## src/shared/cgacs_consts.svh

```systemverilog
/*
 Constants of the clock generator and converter clock select block: register
 offsets, field positions, reset values and detector counts.
 Assumes inclusion by bare name from the package and the design files.
*/
`ifndef CGACS_CONSTS_SVH
`define CGACS_CONSTS_SVH

`define CGACS_OFS_CONV_CTL 8'h00
`define CGACS_OFS_CLK_CTL 8'h04
`define CGACS_OFS_MULT 8'h08
`define CGACS_OFS_STATUS 8'h0C
`define CGACS_OFS_IRQ_STAT 8'h10
`define CGACS_OFS_IRQ_CLR 8'h14
`define CGACS_OFS_IRQ_EN 8'h18

`define CGACS_CONV_PRESC_POS 5
`define CGACS_CONV_SRC_POS 4
`define CGACS_CONV_JUST_POS 2
`define CGACS_CONV_CTL_RST 8'h04

`define CGACS_CTL_BASE_SEL_POS 0
`define CGACS_CTL_AUTO_POS 1
`define CGACS_CTL_ACQ_POS 2
`define CGACS_CTL_RIS_POS 3
`define CGACS_CLK_CTL_RST 4'h2

`define CGACS_MULT_W 12
`define CGACS_MULT_RST 12'h001

`define CGACS_JUST_TRUNC 2'h0
`define CGACS_JUST_RIGHT 2'h1
`define CGACS_JUST_LEFT 2'h2
`define CGACS_JUST_SIGNED 2'h3

`define CGACS_LOCK_WINDOW 8'h20
`define CGACS_LOCK_TOL 8'h01
`define CGACS_TRACK_TOL 8'h04

`endif

```

## src/shared/cgacs_pkg.sv

```systemverilog
/*
 Types of the clock generator and converter clock select block.
 Assumes cgacs_consts.svh is on the include path.
*/
`include "cgacs_consts.svh"

package cgacs_pkg;

    typedef struct packed {
        logic s1;
        logic s2;
        logic s3;
        logic rise;
    } cgacs_sync_state_t;

    typedef struct packed {
        logic ack;
        logic [31:0] rdata;
        logic [7:0] conv_ctl;
        logic [3:0] clk_ctl;
        logic [`CGACS_MULT_W-1:0] mult;
        logic irq_stat;
        logic irq_en;
        logic irq;
        logic base_active;
        logic base_clk;
        logic bus_clk;
        logic bus_rise;
        logic xtal_clk;
        logic ref_clk;
        logic osc_en;
        logic pump_up;
        logic pump_dn;
        logic [7:0] win_cnt;
        logic [7:0] fb_cnt;
        logic lock;
        logic acquisition_indicator;
        logic [7:0] res_high;
        logic [7:0] res_low;
        logic res_valid;
    } cgacs_state_t;

endpackage

```

## src/rtl/cgacs_divider.sv

```systemverilog
/*
 Programmable modulo divider of a tick stream: one output tick per
 modulus input ticks. A modulus of zero behaves as one.
 Assumes input ticks are single-cycle pulses on clk.
*/
`include "cgacs_consts.svh"

module cgacs_divider
    import cgacs_pkg::*;
#(
    parameter int W = 12
) (
    input wire logic clk,
    input wire logic rst_n_sync,
    input wire logic tick_in,
    input wire logic [W-1:0] modulus,
    output logic tick_out
);

    typedef struct packed {
        logic [W-1:0] count;
        logic out;
    } cgacs_div_state_t;

    cgacs_div_state_t st_reg;
    cgacs_div_state_t st_next;
    logic [W:0] count_inc;

    always_comb begin
        st_next = st_reg;
        count_inc = {1'b0, st_reg.count} + {{W{1'b0}}, 1'b1};
        st_next.out = 1'b0;
        if (tick_in) begin
            if (count_inc >= {1'b0, modulus}) begin
                st_next.count = '0;
                st_next.out = 1'b1;
            end else begin
                st_next.count = count_inc[W-1:0];
            end
        end
    end

    always_ff @(posedge clk or negedge rst_n_sync) begin
        if (!rst_n_sync) begin
            st_reg <= '0;
        end else begin
            st_reg <= st_next;
        end
    end

    assign tick_out = st_reg.out;

endmodule // cgacs_divider

```

## src/rtl/cgacs_edge_sync.sv

```systemverilog
/*
 Two-flop synchroniser with rising edge pulse for a pin-level clock.
 Assumes the pin toggles slower than a third of the system clock.
*/
`include "cgacs_consts.svh"

module cgacs_edge_sync
    import cgacs_pkg::*;
(
    input wire logic clk,
    input wire logic rst_n_sync,
    input wire logic pin,
    output logic level,
    output logic rise
);

    cgacs_sync_state_t st_reg;
    cgacs_sync_state_t st_next;

    always_comb begin
        st_next = st_reg;
        st_next.s1 = pin;
        st_next.s2 = st_reg.s1;
        st_next.s3 = st_reg.s2;
        // Edge taken between second and third flop, never from the first
        st_next.rise = st_reg.s2 & ~st_reg.s3;
    end

    always_ff @(posedge clk or negedge rst_n_sync) begin
        if (!rst_n_sync) begin
            st_reg <= '0;
        end else begin
            st_reg <= st_next;
        end
    end

    assign level = st_reg.s3;
    assign rise = st_reg.rise;

endmodule // cgacs_edge_sync

```

## src/rtl/cgacs_top.sv

```systemverilog
/*
 Digital side of the clock generator with the converter clock register:
 oscillator enable, crystal and reference clocks, base and bus clocks,
 feedback divider, phase and lock detectors, converter clock prescaler,
 result justification, Wishbone classic register slave and lock interrupt.
 Assumes crystal and VCO clocks arrive as pins well below clk/3, and the
 converter result and oscillator request come from logic on clk.
*/
`include "cgacs_consts.svh"

// Operation
// - The converter clock tick is the selected source divided by 1, 2, 4, 8, or 16 when the top prescaler bit is set.
// - The prescaler is fed by the bus clock when the source bit is 1 and by the crystal clock when 0, crystal after reset.
// - Results are formatted as 8-bit truncation, right, left, or left signed for justification 00, 01, 10, 11.
// - Reset leaves the justification field at right justified.
// - The base clock is the crystal clock halved or the VCO clock halved as software selects.
// - The bus clock runs at half the base clock.
// - Base and crystal clocks are both driven out to the system integration unit.
// - The oscillator is enabled while the request or the run-in-stop bit is set.
// - The crystal clock is output at crystal rate and buffered once more into the reference clock.
// - The VCO clock passes a modulo-N divider giving the feedback clock.
// - A phase detector compares feedback and final reference and emits up or down correction pulses.
// - A lock detector compares feedback and reference frequencies to choose filter mode and lock state.
// - In automatic mode the detector drives the read-only acquisition and lock indicators.
// - Each lock toggle raises the interrupt when enabled, and manual mode clears lock and blocks it.
module cgacs_top
    import cgacs_pkg::*;
#(
    parameter int MULT_W = `CGACS_MULT_W
) (
    input wire logic clk,
    input wire logic rst_n,
    input wire logic wb_cyc_i,
    input wire logic wb_stb_i,
    input wire logic wb_we_i,
    input wire logic [7:0] wb_adr_i,
    input wire logic [3:0] wb_sel_i,
    input wire logic [31:0] wb_dat_i,
    output logic [31:0] wb_dat_o,
    output logic wb_ack_o,
    output logic irq_o,
    input wire logic crystal_pin,
    input wire logic vco_pin,
    input wire logic oscillator_enable_request,
    input wire logic [9:0] conv_result_raw,
    input wire logic conv_result_valid,
    output logic oscillator_enable,
    output logic crystal_clock,
    output logic pll_reference_clock,
    output logic base_clock,
    output logic base_source_vco,
    output logic bus_clock,
    output logic vco_feedback_clock,
    output logic final_reference_clock,
    output logic pump_up,
    output logic pump_down,
    output logic tracking_mode,
    output logic pll_locked,
    output logic converter_clock_tick,
    output logic [7:0] result_high,
    output logic [7:0] result_low,
    output logic result_valid
);

    logic [1:0] rst_sync_reg;
    logic rst_n_sync;
    cgacs_state_t st_reg;
    cgacs_state_t st_next;
    logic xtal_level;
    logic xtal_rise;
    logic vco_level;
    logic vco_rise;
    logic fb_tick;
    logic presc_tick_in;
    logic [4:0] presc_modulus;
    logic conv_tick;
    logic [2:0] presc_sel;
    logic conv_src;
    logic [1:0] just_sel;
    logic base_sel_req;
    logic auto_bw;
    logic acq_manual;
    logic run_in_stop;

    // Byte-lane merge of a write into a stored word
    function automatic logic [31:0] cgacs_merge(input logic [31:0] old,
                                                input logic [31:0] data,
                                                input logic [3:0] sel);
        logic [31:0] res;
        res = old;
        for (int i = 0; i < 4; i++) begin
            if (sel[i]) begin
                res[i*8 +: 8] = data[i*8 +: 8];
            end
        end
        return res;
    endfunction

    function automatic logic [4:0] cgacs_presc_mod(input logic [2:0] sel);
        logic [4:0] m;
        m = 5'h10;
        if (!sel[2]) begin
            m = 5'(5'h01 << sel[1:0]);
        end
        return m;
    endfunction

    // Returns {high byte, low byte} of a formatted result
    function automatic logic [15:0] cgacs_justify(input logic [1:0] mode,
                                                  input logic [9:0] raw);
        logic [15:0] r;
        r = 16'h0000;
        case (mode)
            `CGACS_JUST_TRUNC: r = {8'h00, raw[9:2]};
            `CGACS_JUST_RIGHT: r = {6'h00, raw};
            `CGACS_JUST_LEFT: r = {raw, 6'h00};
            `CGACS_JUST_SIGNED: r = {~raw[9], raw[8:0], 6'h00};
            default: r = 16'h0000;
        endcase
        return r;
    endfunction

    function automatic logic [7:0] cgacs_absdiff(input logic [7:0] a,
                                                 input logic [7:0] b);
        logic [7:0] d;
        d = (a >= b) ? 8'(a - b) : 8'(b - a);
        return d;
    endfunction

    always_ff @(posedge clk or negedge rst_n) begin
        if (!rst_n) begin
            rst_sync_reg <= 2'h0;
        end else begin
            rst_sync_reg <= {rst_sync_reg[0], 1'b1};
        end
    end
    assign rst_n_sync = rst_sync_reg[1];

    cgacs_edge_sync u_xtal_sync (
        .clk(clk),
        .rst_n_sync(rst_n_sync),
        .pin(crystal_pin),
        .level(xtal_level),
        .rise(xtal_rise)
    );

    cgacs_edge_sync u_vco_sync (
        .clk(clk),
        .rst_n_sync(rst_n_sync),
        .pin(vco_pin),
        .level(vco_level),
        .rise(vco_rise)
    );

    cgacs_divider #(.W(MULT_W)) u_fb_div (
        .clk(clk),
        .rst_n_sync(rst_n_sync),
        .tick_in(vco_rise),
        .modulus(st_reg.mult),
        .tick_out(fb_tick)
    );

    cgacs_divider #(.W(5)) u_presc (
        .clk(clk),
        .rst_n_sync(rst_n_sync),
        .tick_in(presc_tick_in),
        .modulus(presc_modulus),
        .tick_out(conv_tick)
    );

    assign presc_sel = st_reg.conv_ctl[`CGACS_CONV_PRESC_POS +: 3];
    assign conv_src = st_reg.conv_ctl[`CGACS_CONV_SRC_POS];
    assign just_sel = st_reg.conv_ctl[`CGACS_CONV_JUST_POS +: 2];
    assign base_sel_req = st_reg.clk_ctl[`CGACS_CTL_BASE_SEL_POS];
    assign auto_bw = st_reg.clk_ctl[`CGACS_CTL_AUTO_POS];
    assign acq_manual = st_reg.clk_ctl[`CGACS_CTL_ACQ_POS];
    assign run_in_stop = st_reg.clk_ctl[`CGACS_CTL_RIS_POS];
    assign presc_tick_in = conv_src ? st_reg.bus_rise : xtal_rise;
    assign presc_modulus = cgacs_presc_mod(presc_sel);

    always_comb begin
        logic req;
        logic wr;
        logic src_edge;
        logic lock_new;
        logic lock_evt;
        logic [7:0] diff;
        logic [31:0] rd;
        logic [15:0] fmt;
        req = 1'b0;
        wr = 1'b0;
        src_edge = 1'b0;
        lock_new = 1'b0;
        lock_evt = 1'b0;
        diff = 8'h00;
        rd = 32'h0000_0000;
        fmt = 16'h0000;
        st_next = st_reg;

        // Bus slave: one wait state, writes land with ack
        req = wb_cyc_i & wb_stb_i & ~st_reg.ack;
        wr = wb_cyc_i & wb_stb_i & wb_we_i & st_reg.ack;
        st_next.ack = req;
        case (wb_adr_i)
            `CGACS_OFS_CONV_CTL: rd = {24'h00_0000, st_reg.conv_ctl};
            `CGACS_OFS_CLK_CTL: rd = {28'h000_0000, st_reg.clk_ctl};
            `CGACS_OFS_MULT: rd = 32'(st_reg.mult);
            `CGACS_OFS_STATUS: rd = {28'h000_0000, st_reg.osc_en, st_reg.base_active,
                                     st_reg.acquisition_indicator, st_reg.lock};
            `CGACS_OFS_IRQ_STAT: rd = {31'h0000_0000, st_reg.irq_stat};
            `CGACS_OFS_IRQ_EN: rd = {31'h0000_0000, st_reg.irq_en};
            default: rd = 32'h0000_0000;
        endcase
        st_next.rdata = req ? rd : 32'h0000_0000;
        if (wr) begin
            case (wb_adr_i)
                `CGACS_OFS_CONV_CTL: begin
                    st_next.conv_ctl = 8'(cgacs_merge(32'(st_reg.conv_ctl), wb_dat_i,
                                                      wb_sel_i));
                end
                `CGACS_OFS_CLK_CTL: begin
                    st_next.clk_ctl = 4'(cgacs_merge(32'(st_reg.clk_ctl), wb_dat_i,
                                                     wb_sel_i));
                end
                `CGACS_OFS_MULT: begin
                    st_next.mult = MULT_W'(cgacs_merge(32'(st_reg.mult), wb_dat_i,
                                                       wb_sel_i));
                end
                `CGACS_OFS_IRQ_EN: begin
                    if (wb_sel_i[0]) begin
                        st_next.irq_en = wb_dat_i[0];
                    end
                end
                `CGACS_OFS_IRQ_CLR: begin
                    if (wb_sel_i[0] && wb_dat_i[0]) begin
                        st_next.irq_stat = 1'b0;
                    end
                end
                default: begin
                end
            endcase
        end

        st_next.osc_en = oscillator_enable_request | run_in_stop;
        st_next.xtal_clk = xtal_level;
        st_next.ref_clk = st_reg.xtal_clk;

        // Source hand-over only while base is low, on the new source's edge
        src_edge = st_reg.base_active ? vco_rise : xtal_rise;
        if (!st_reg.base_clk && (base_sel_req != st_reg.base_active)) begin
            src_edge = base_sel_req ? vco_rise : xtal_rise;
            if (src_edge) begin
                st_next.base_active = base_sel_req;
            end
        end
        if (src_edge) begin
            st_next.base_clk = ~st_reg.base_clk;
        end
        st_next.bus_rise = 1'b0;
        if (src_edge && !st_reg.base_clk) begin
            st_next.bus_clk = ~st_reg.bus_clk;
            st_next.bus_rise = ~st_reg.bus_clk;
        end

        // Tri-state style detector: both sides seen resets both pulses
        if (xtal_rise) begin
            st_next.pump_up = 1'b1;
        end
        if (fb_tick) begin
            st_next.pump_dn = 1'b1;
        end
        if (st_next.pump_up && st_next.pump_dn) begin
            st_next.pump_up = 1'b0;
            st_next.pump_dn = 1'b0;
        end

        // Feedback ticks counted over a window of reference edges
        if (fb_tick && st_reg.fb_cnt != 8'hFF) begin
            st_next.fb_cnt = 8'(st_reg.fb_cnt + 8'h01);
        end
        lock_new = st_reg.lock;
        if (xtal_rise) begin
            if (st_reg.win_cnt == 8'(`CGACS_LOCK_WINDOW - 8'h01)) begin
                diff = cgacs_absdiff(st_reg.fb_cnt, `CGACS_LOCK_WINDOW);
                st_next.win_cnt = 8'h00;
                st_next.fb_cnt = fb_tick ? 8'h01 : 8'h00;
                if (auto_bw) begin
                    st_next.acquisition_indicator = (diff <= `CGACS_TRACK_TOL);
                    lock_new = (diff <= `CGACS_LOCK_TOL);
                end
            end else begin
                st_next.win_cnt = 8'(st_reg.win_cnt + 8'h01);
            end
        end
        if (!auto_bw) begin
            st_next.acquisition_indicator = acq_manual;
            lock_new = 1'b0;
        end
        lock_evt = auto_bw && (lock_new != st_reg.lock);
        st_next.lock = lock_new;
        // A toggle in the clearing cycle still sets the flag
        if (lock_evt) begin
            st_next.irq_stat = 1'b1;
        end
        st_next.irq = st_next.irq_stat & st_next.irq_en & auto_bw;

        st_next.res_valid = conv_result_valid;
        if (conv_result_valid) begin
            fmt = cgacs_justify(just_sel, conv_result_raw);
            st_next.res_high = fmt[15:8];
            st_next.res_low = fmt[7:0];
        end
    end

    always_ff @(posedge clk or negedge rst_n_sync) begin
        if (!rst_n_sync) begin
            st_reg <= '0;
            st_reg.conv_ctl <= `CGACS_CONV_CTL_RST;
            st_reg.clk_ctl <= `CGACS_CLK_CTL_RST;
            st_reg.mult <= MULT_W'(`CGACS_MULT_RST);
        end else begin
            st_reg <= st_next;
        end
    end

    assign wb_dat_o = st_reg.rdata;
    assign wb_ack_o = st_reg.ack;
    assign irq_o = st_reg.irq;
    assign oscillator_enable = st_reg.osc_en;
    assign crystal_clock = st_reg.xtal_clk;
    assign pll_reference_clock = st_reg.ref_clk;
    assign base_clock = st_reg.base_clk;
    assign base_source_vco = st_reg.base_active;
    assign bus_clock = st_reg.bus_clk;
    assign vco_feedback_clock = fb_tick;
    assign final_reference_clock = xtal_rise;
    assign pump_up = st_reg.pump_up;
    assign pump_down = st_reg.pump_dn;
    assign tracking_mode = st_reg.acquisition_indicator;
    assign pll_locked = st_reg.lock;
    assign converter_clock_tick = conv_tick;
    assign result_high = st_reg.res_high;
    assign result_low = st_reg.res_low;
    assign result_valid = st_reg.res_valid;

endmodule // cgacs_top

```

## config.mk

```make
export PLATFORM = sky130hd
export DESIGN_NAME = cgacs_top
export DESIGN_NICKNAME = d
export VERILOG_FILES = /design/src/shared/cgacs_pkg.sv /design/src/rtl/cgacs_divider.sv /design/src/rtl/cgacs_edge_sync.sv /design/src/rtl/cgacs_top.sv
export VERILOG_INCLUDE_DIRS = /design/src /design/src/shared
export SDC_FILE = /design/constraint.sdc
export NUM_CORES = 1
export LEC_CHECK = 0
export BUFFER_PORTS_ARGS = -buffer_cell sky130_fd_sc_hd__clkbuf_2
export CAP_MARGIN = 20
export CELL_PAD_IN_SITES_DETAIL_PLACEMENT = 1
export CELL_PAD_IN_SITES_GLOBAL_PLACEMENT = 2
export CORE_ASPECT_RATIO = 1.5
export CORE_MARGIN = 4
export CORE_UTILIZATION = 31
export DETAILED_ROUTE_END_ITERATION = 7
export PLACE_DENSITY = 0.76
export RECOVER_POWER = 50
export SYNTH_ARGS = -nofsm -noshare
export SYNTH_HDL_FRONTEND = slang
export SYNTH_SLANG_ARGS = --single-unit
```

## constraint.sdc

```tcl
create_clock -name clk -period 3.2 [get_ports clk]
set_input_delay 0.8 -clock clk [delete_from_list [all_inputs] [get_ports clk]]
set_output_delay 0.8 -clock clk [all_outputs]
set_load 0.01 [all_outputs]
```

Word level (Yosys, flattened, before mapping)
Cells that the tools add are included.

Word-level logic and storage cells: 131. Flip-flop bits (word level): 133. Bits of input ports: 63. Output and inout port bits: 64.

Order comparisons: 5. Eq/ne operators: 15. Reduce and logical (&&, ||, !) cells: 15. Shift operators: 1. Add/sub/neg operators: 6. Bitwise gates (word level): 15. Multiplexer cells: 36.

Operators by type and width (count): 12-bit case mux with 6 select lines (1); 16-bit case mux with 4 select lines (1); 8-bit two-way mux (5); 8-bit by 5-bit equality test with 1-bit output (second input constant) (4); 32-bit two-way mux (1); 1-bit two-way mux (23); 8-bit by 1-bit adder with 8-bit output (second input constant) (2); 8-bit by 4-bit equality test with 1-bit output (second input constant) (2); 12-bit by 1-bit adder with 13-bit output (second input constant) (1); 13-bit by 12-bit >= comparator with 1-bit output (1); 12-bit two-way mux (1); 3-bit AND reduction (4); 5-bit two-way mux (2); 1-bit bitwise AND (8); 8-bit by 3-bit equality test with 1-bit output (second input constant) (1); 8-bit by 6-bit >= comparator with 1-bit output (second input constant) (1); 8-bit by 1-bit less-or-equal comparator with 1-bit output (second input constant) (1); 8-bit by 3-bit less-or-equal comparator with 1-bit output (second input constant) (1); 8-bit logical NOT (1); 8-bit != test (second input constant) (1); 6-bit by 8-bit subtractor with 8-bit output (first input constant) (1); 8-bit by 6-bit subtractor with 8-bit output (second input constant) (1); 5-bit by 1-bit adder with 6-bit output (second input constant) (1); 6-bit by 5-bit >= comparator with 1-bit output (1); 12 further kinds (27).

Longest topological paths before layout
Depth after elaboration: 11. Mapped depth: 12.

By module
Synthesis repeated with hierarchy kept, for this count alone.

Cell total of the unflattened synthesis: 594. Area, all modules: 6232.2 um2.

Modules (own cells, without submodules): cgacs_top (cells an instance 403, seq. area each 2155.8 um2, area an instance 4408.0 um2, instances 1); cgacs_divider at u_fb_div (cells an instance 135, seq. area each 325.3 um2, area an instance 1141.1 um2, instances 1); cgacs_divider at u_presc (cells an instance 46, seq. area each 150.1 um2, area an instance 455.4 um2, instances 1); cgacs_edge_sync (cells an instance 5, seq. area each 100.1 um2, area an instance 113.9 um2, instances 2).

Worst setup path before layout
No wires, ideal clock.

Path type: register -> register. From: reg u_fb_div.st_reg[1] in the netlist's numbering. To: reg u_fb_div.st_reg[8] in the netlist's numbering. Required time: 3.109 ns. Library setup time: 0.091 ns. Setup slack: 0.265 ns. Cell stages (with the launch flop): 12. Arrival time: 2.843 ns. Path buffers: 0. Cells stage by stage: dfrtp_1 ha_1 inv_1 nor4_2 nand3_1 xnor2_1 ha_1 a22o_1 nor4_1 a41oi_1 or4b_1 o221ai_1.

Cells in the longest elaborated chain, start to end: 3.

RTL lines: start, declared (RTL line cgacs_divider.sv:25) `cgacs_div_state_t st_reg;`; start signal, assigned (RTL line cgacs_divider.sv:47) `st_reg <= st_next;`; 12-bit by 1-bit adder with 13-bit output * (RTL line cgacs_divider.sv:31) `count_inc = {1'b0, st_reg.count} + {{W{1'b0}}, 1'b1};`; 13-bit by 12-bit >= comparator with 1-bit output (RTL line cgacs_divider.sv:34) `if (count_inc >= {1'b0, modulus}) begin`; 12-bit two-way mux * (RTL line cgacs_divider.sv:34).

Every way passes the cells marked *; elsewhere a longest branch is shown, timed or not. A chain may end at the register's enable or synchronous reset.

Worst setup path in the final report
Ends and elaborated chain as after synthesis.

==> results.txt <==
* Cell repeated most along the worst path: sky130_fd_sc_hd__ha_1
- Initial cell density of the core: 31.4%
- In the routed design, unresolved DRC markers number 0.
* Period utilisation layout: 90.8%
* Most used DFF post-synth: sky130_fd_sc_hd__dfrtp_1
* Aggregate global routing overflow: 0
- Final setup vio count: 0
- Placeable core area: 0.0191 mm^2
- Startpoint kind of the worst setup timing path: register
- The number of buffers and inverters on the critical path is 1.
- Number of antenna repair diodes: 0
* Width of the die: 121 um
- Clock-pin slew was measured on the worst setup and hold paths at 50 ps.
- The max-slew violation count came to 42.
* Chip height: 178 um
- Summing all flip-flop and latch instances after layout gives 0.00283 mm^2.
* Tightest Pin Transition: 1840 ps
- Cell-by-cell trace of the critical path: ha_1 -> inv_1 -> nor4_4 -> nand3_1 -> xnor2_1 -> ha_1 -> a22o_1 -> nor4_2 -> a41oi_1 -> or4b_1 -> o221ai_1
* Global-route wire length before repair: 24600 um
- Largest fanout of any net on the critical path: 4
* Final-report hold violation count: 0
* Largest net degree at the start of global routing: 49
* Basic-gate share of the synthesized area counting and, or, nand and nor cells: 14.5%
- Number of library cell types mapped by synthesis: 63
- Setup repair after global routing left no endpoint under its margin.
- The die covers 0.0217 mm^2.
- Sequential cells were found to cover 47.3% of the synthesized design area.
* Data arrival time of the critical path: 3230 ps
- Worst-case clock buffer depth: 2
- In this run the critical register-to-register path is captured at u_fb_div.st_reg[8].
- In this run the remaining antenna-violating nets after routing total 0.
- In the synthesized netlist the async set-or-reset flop fraction comes to 100%.
- Kind of critical path: reg2reg
- A synthesized cell averages 10.4 um^2.
- The first detailed-routing pass ran for 4 iterations.
- Global routing used 14.6% of the available tracks across all layers.
- Hpwl dp: 11400 um
- During synthesis, Yosys emitted a total of 0 warnings.
* Vias in the first global route: 4816
- Post-synthesis cell area: 0.00599 mm^2
- Final layout net count: 731
- After detailed routing, the number of vias per cell comes to 4.76.
- Counting every sink on the clock net gives 113.
- The path class of the tightest hold or removal check is in2async.
- The slowest stage of the critical path is the sky130_fd_sc_hd__or4b_1 cell.
- Total detailed-routing wirelength: 15000 um
* Failing checks: capacitance limit, slew limit
- Power spread over the standard cell area amounts to 648 mW/mm^2.
- The setup check on the worst reg-to-reg path leaves a slack of 300 ps.
- The worst setup path is captured at a register.
- Buffers placed on the I/O ports in this run total 84.
- Post-synthesis compound-gate area fraction: 8.59%
- Clock Root Buffer: sky130_fd_sc_hd__clkbuf_16
- Synth Register Bits: 113
- The startpoint identified for the worst register-to-register timing path is u_fb_div.st_reg[1].
* Vias: 4334
- CTS HTree Levels: 4
- Post-DR wirelength/cell: 16.5 um
- At the end of routability-driven placement, the weighted congestion stood at 0.844.
* Largest register FFs: 33
- After the first detailed-routing iteration, the DRC count stood at 200.
* Share of synthesized area spent on multiplexers: 9.94%
* Clock tree from TritonCTS: done
- On the worst path, the slowest cell contributes a delay of 540 ps.
- Fill count: 2203
- Leakage power: 3.27 nW
- Fraction of layout instances using a drive strength above 1: 26.0%
* Final worst clock skew: 6.90 ps
* Antenna violations before repair: 1
* Outcome: complete, but fails checks
* Category of cells accounting for the largest share of critical-path delay: simple AND/OR/NAND/NOR gates
* Number of cells traversed by the worst register-to-register path: 11
- For this run, the top clock speed supported by timing is 344 MHz.
- The smallest clock period supported by the final layout is computed as 2900 ps.
- Post-Synth Adder-Cell Area: 5.43%
- Buffers inserted by post-CTS timing repair: 0
* Mapped Cells: 574
* Num CTS Buffers: 17
- In this run the tightest slew margin relative to its limit is -22.8%.
* Total area of multi-input combinational cells: 0.00265 mm^2
* Data required time of the critical path: 3520 ps
- The initialized floorplan defines 62 standard-cell rows.
- In this run, synthesis inferred 0 flip-flops with an integrated enable.
- In this run the count of I/O pins placed on the die edge is 127.
* Worst-skew pair later-pin latency: 420 ps
* Area Growth Syn to Fin: 18.3%
- Summed over all failing endpoints, the final setup total negative slack is 0 ps.
* Worst hold slack: 152 ps
- Max-cap violations in this run came to 1.
- Summing the areas of all xor and xnor instances in the mapped netlist gives 4.09% of the synthesized area.
* Dominant combinational cell family by area after synthesis: simple AND/OR/NAND/NOR gates
- IR analysis of the VDD net gives a maximum drop of 0.000279 V.
## cells in the final DEF, fill, tap and decap left out, types with 3 or more instances in the layout
cell                           n
sky130_fd_sc_hd__dfstp_2       3
sky130_fd_sc_hd__mux4_2        3
sky130_fd_sc_hd__mux2_2       30
sky130_fd_sc_hd__clkbuf_2     83
sky130_fd_sc_hd__and3_1        4
sky130_fd_sc_hd__nand2_1      32
sky130_fd_sc_hd__nand2b_1     13
sky130_fd_sc_hd__xnor2_1      18
sky130_fd_sc_hd__a21o_1        4
sky130_fd_sc_hd__o31ai_1       3
sky130_fd_sc_hd__conb_1       21
sky130_fd_sc_hd__clkbuf_16    17
sky130_fd_sc_hd__clkinv_2      4
sky130_fd_sc_hd__clkbuf_1      4
sky130_fd_sc_hd__nand3_1      28
sky130_fd_sc_hd__mux2i_1      19
sky130_fd_sc_hd__clkinvlp_4    3
sky130_fd_sc_hd__xor2_1       10
sky130_fd_sc_hd__buf_4         9
sky130_fd_sc_hd__o21ai_0      19
sky130_fd_sc_hd__inv_1        45
sky130_fd_sc_hd__nor2_1       32
sky130_fd_sc_hd__dfrtp_1     110
sky130_fd_sc_hd__nor3_1       16
sky130_fd_sc_hd__ha_1         26
sky130_fd_sc_hd__or2_2         3
sky130_fd_sc_hd__nor2b_1       7
sky130_fd_sc_hd__a21oi_1      13
sky130_fd_sc_hd__and2_1        3
sky130_fd_sc_hd__bufinv_16     4
sky130_fd_sc_hd__nand4_1      11
sky130_fd_sc_hd__o22ai_1      14
## repair_timing
action | in CTS | in global routing
setup endpoints to repair | 0 | 5
hold buffers | 0 | 0
gates resized for setup | 0 | 2
endpoints found under the hold margin | 0 | 0
## report_power, final
group	internal (mW)	switching, mW
clock	1.31	0.661
sequential	1.57	0.193
combinational	0.381	0.474
total	3.26	1.33
## kinds of logic after synthesis
family / count (synthesis)
xor gates and xnor gates: 28
adders and majority gates: 26
buffers and inverters: 110
DFF: 113
muxes: 52
other: 2
and+or+nand+nor: 167
AOI/OAI and AO/OA: 76
## worst max-delay path by stage
| stage | from | endpoint | cells past startpoint |
|---|---|---|---|
| floorplan | u_fb_div.st_reg[1] | u_fb_div.st_reg[8] | 11 |
| global placement | u_fb_div.st_reg[1] | u_fb_div.st_reg[8] | 11 |
| detailed placement | u_fb_div.st_reg[1] | u_fb_div.st_reg[8] | 11 |
| CTS | u_fb_div.st_reg[1] | u_fb_div.st_reg[8] | 11 |
| global route | u_fb_div.st_reg[1] | u_fb_div.st_reg[8] | 11 |
| finish | u_fb_div.st_reg[1] | u_fb_div.st_reg[8] | 11 |
## metrics by stage
stage / utilization [%] / std cells / total power, mW / setup WS (ps) / instance area [um^2]
floorplan: - / 593 / 2.38 / 265 / 6060
global placement: 33.9 / 879 / 2.58 / 245 / 6470
detailed placement: 33.9 / 879 / 2.64 / 181 / 6470
CTS: 37.1 / 910 / 4.65 / 156 / 7080
global route: 37.1 / 910 / 4.86 / 12.9 / 7090
finish: 37.1 / 910 / 4.59 / 296 / 7090
## synth_stat cells (all sizes together) (7+ instances only)
library cell	number	area share (%)
nor2	32	2.0
nand4	11	1.1
clkbuf	12	0.77
nand3	29	2.5
a21oi	13	1.1
inv	45	2.8
xnor2	18	2.6
dfrtp	110	46
ha	26	5.4
xor2	10	1.5
mux2	30	5.6
o21ai	20	1.7
nor3	17	1.5
buf	53	6.4
nand2b	13	1.4
nand2	32	2.0
o22ai	14	1.5
nor2b	7	0.73
mux2i	19	3.2
## final cells by class
type                       instances  share of cell area (%)
clock buffer                      20                    6.30
clock inverter                    11                    2.30
inverter                          45                    2.38
multi-input combinational        370                    37.3
sequential                       113                    40.0
tap                              256                    4.52
timing repair buffer              95                    7.20
## per-layer routing
metal  up-vias  track usage, %  wire length (um)
met2        93            26.6              8110
met1      2169            15.7              5780
li1       2049               -                 -
met5         -               0                20
met3        21            4.28               816
met4         2            5.89               293
(Power assumes the default switching activity.)
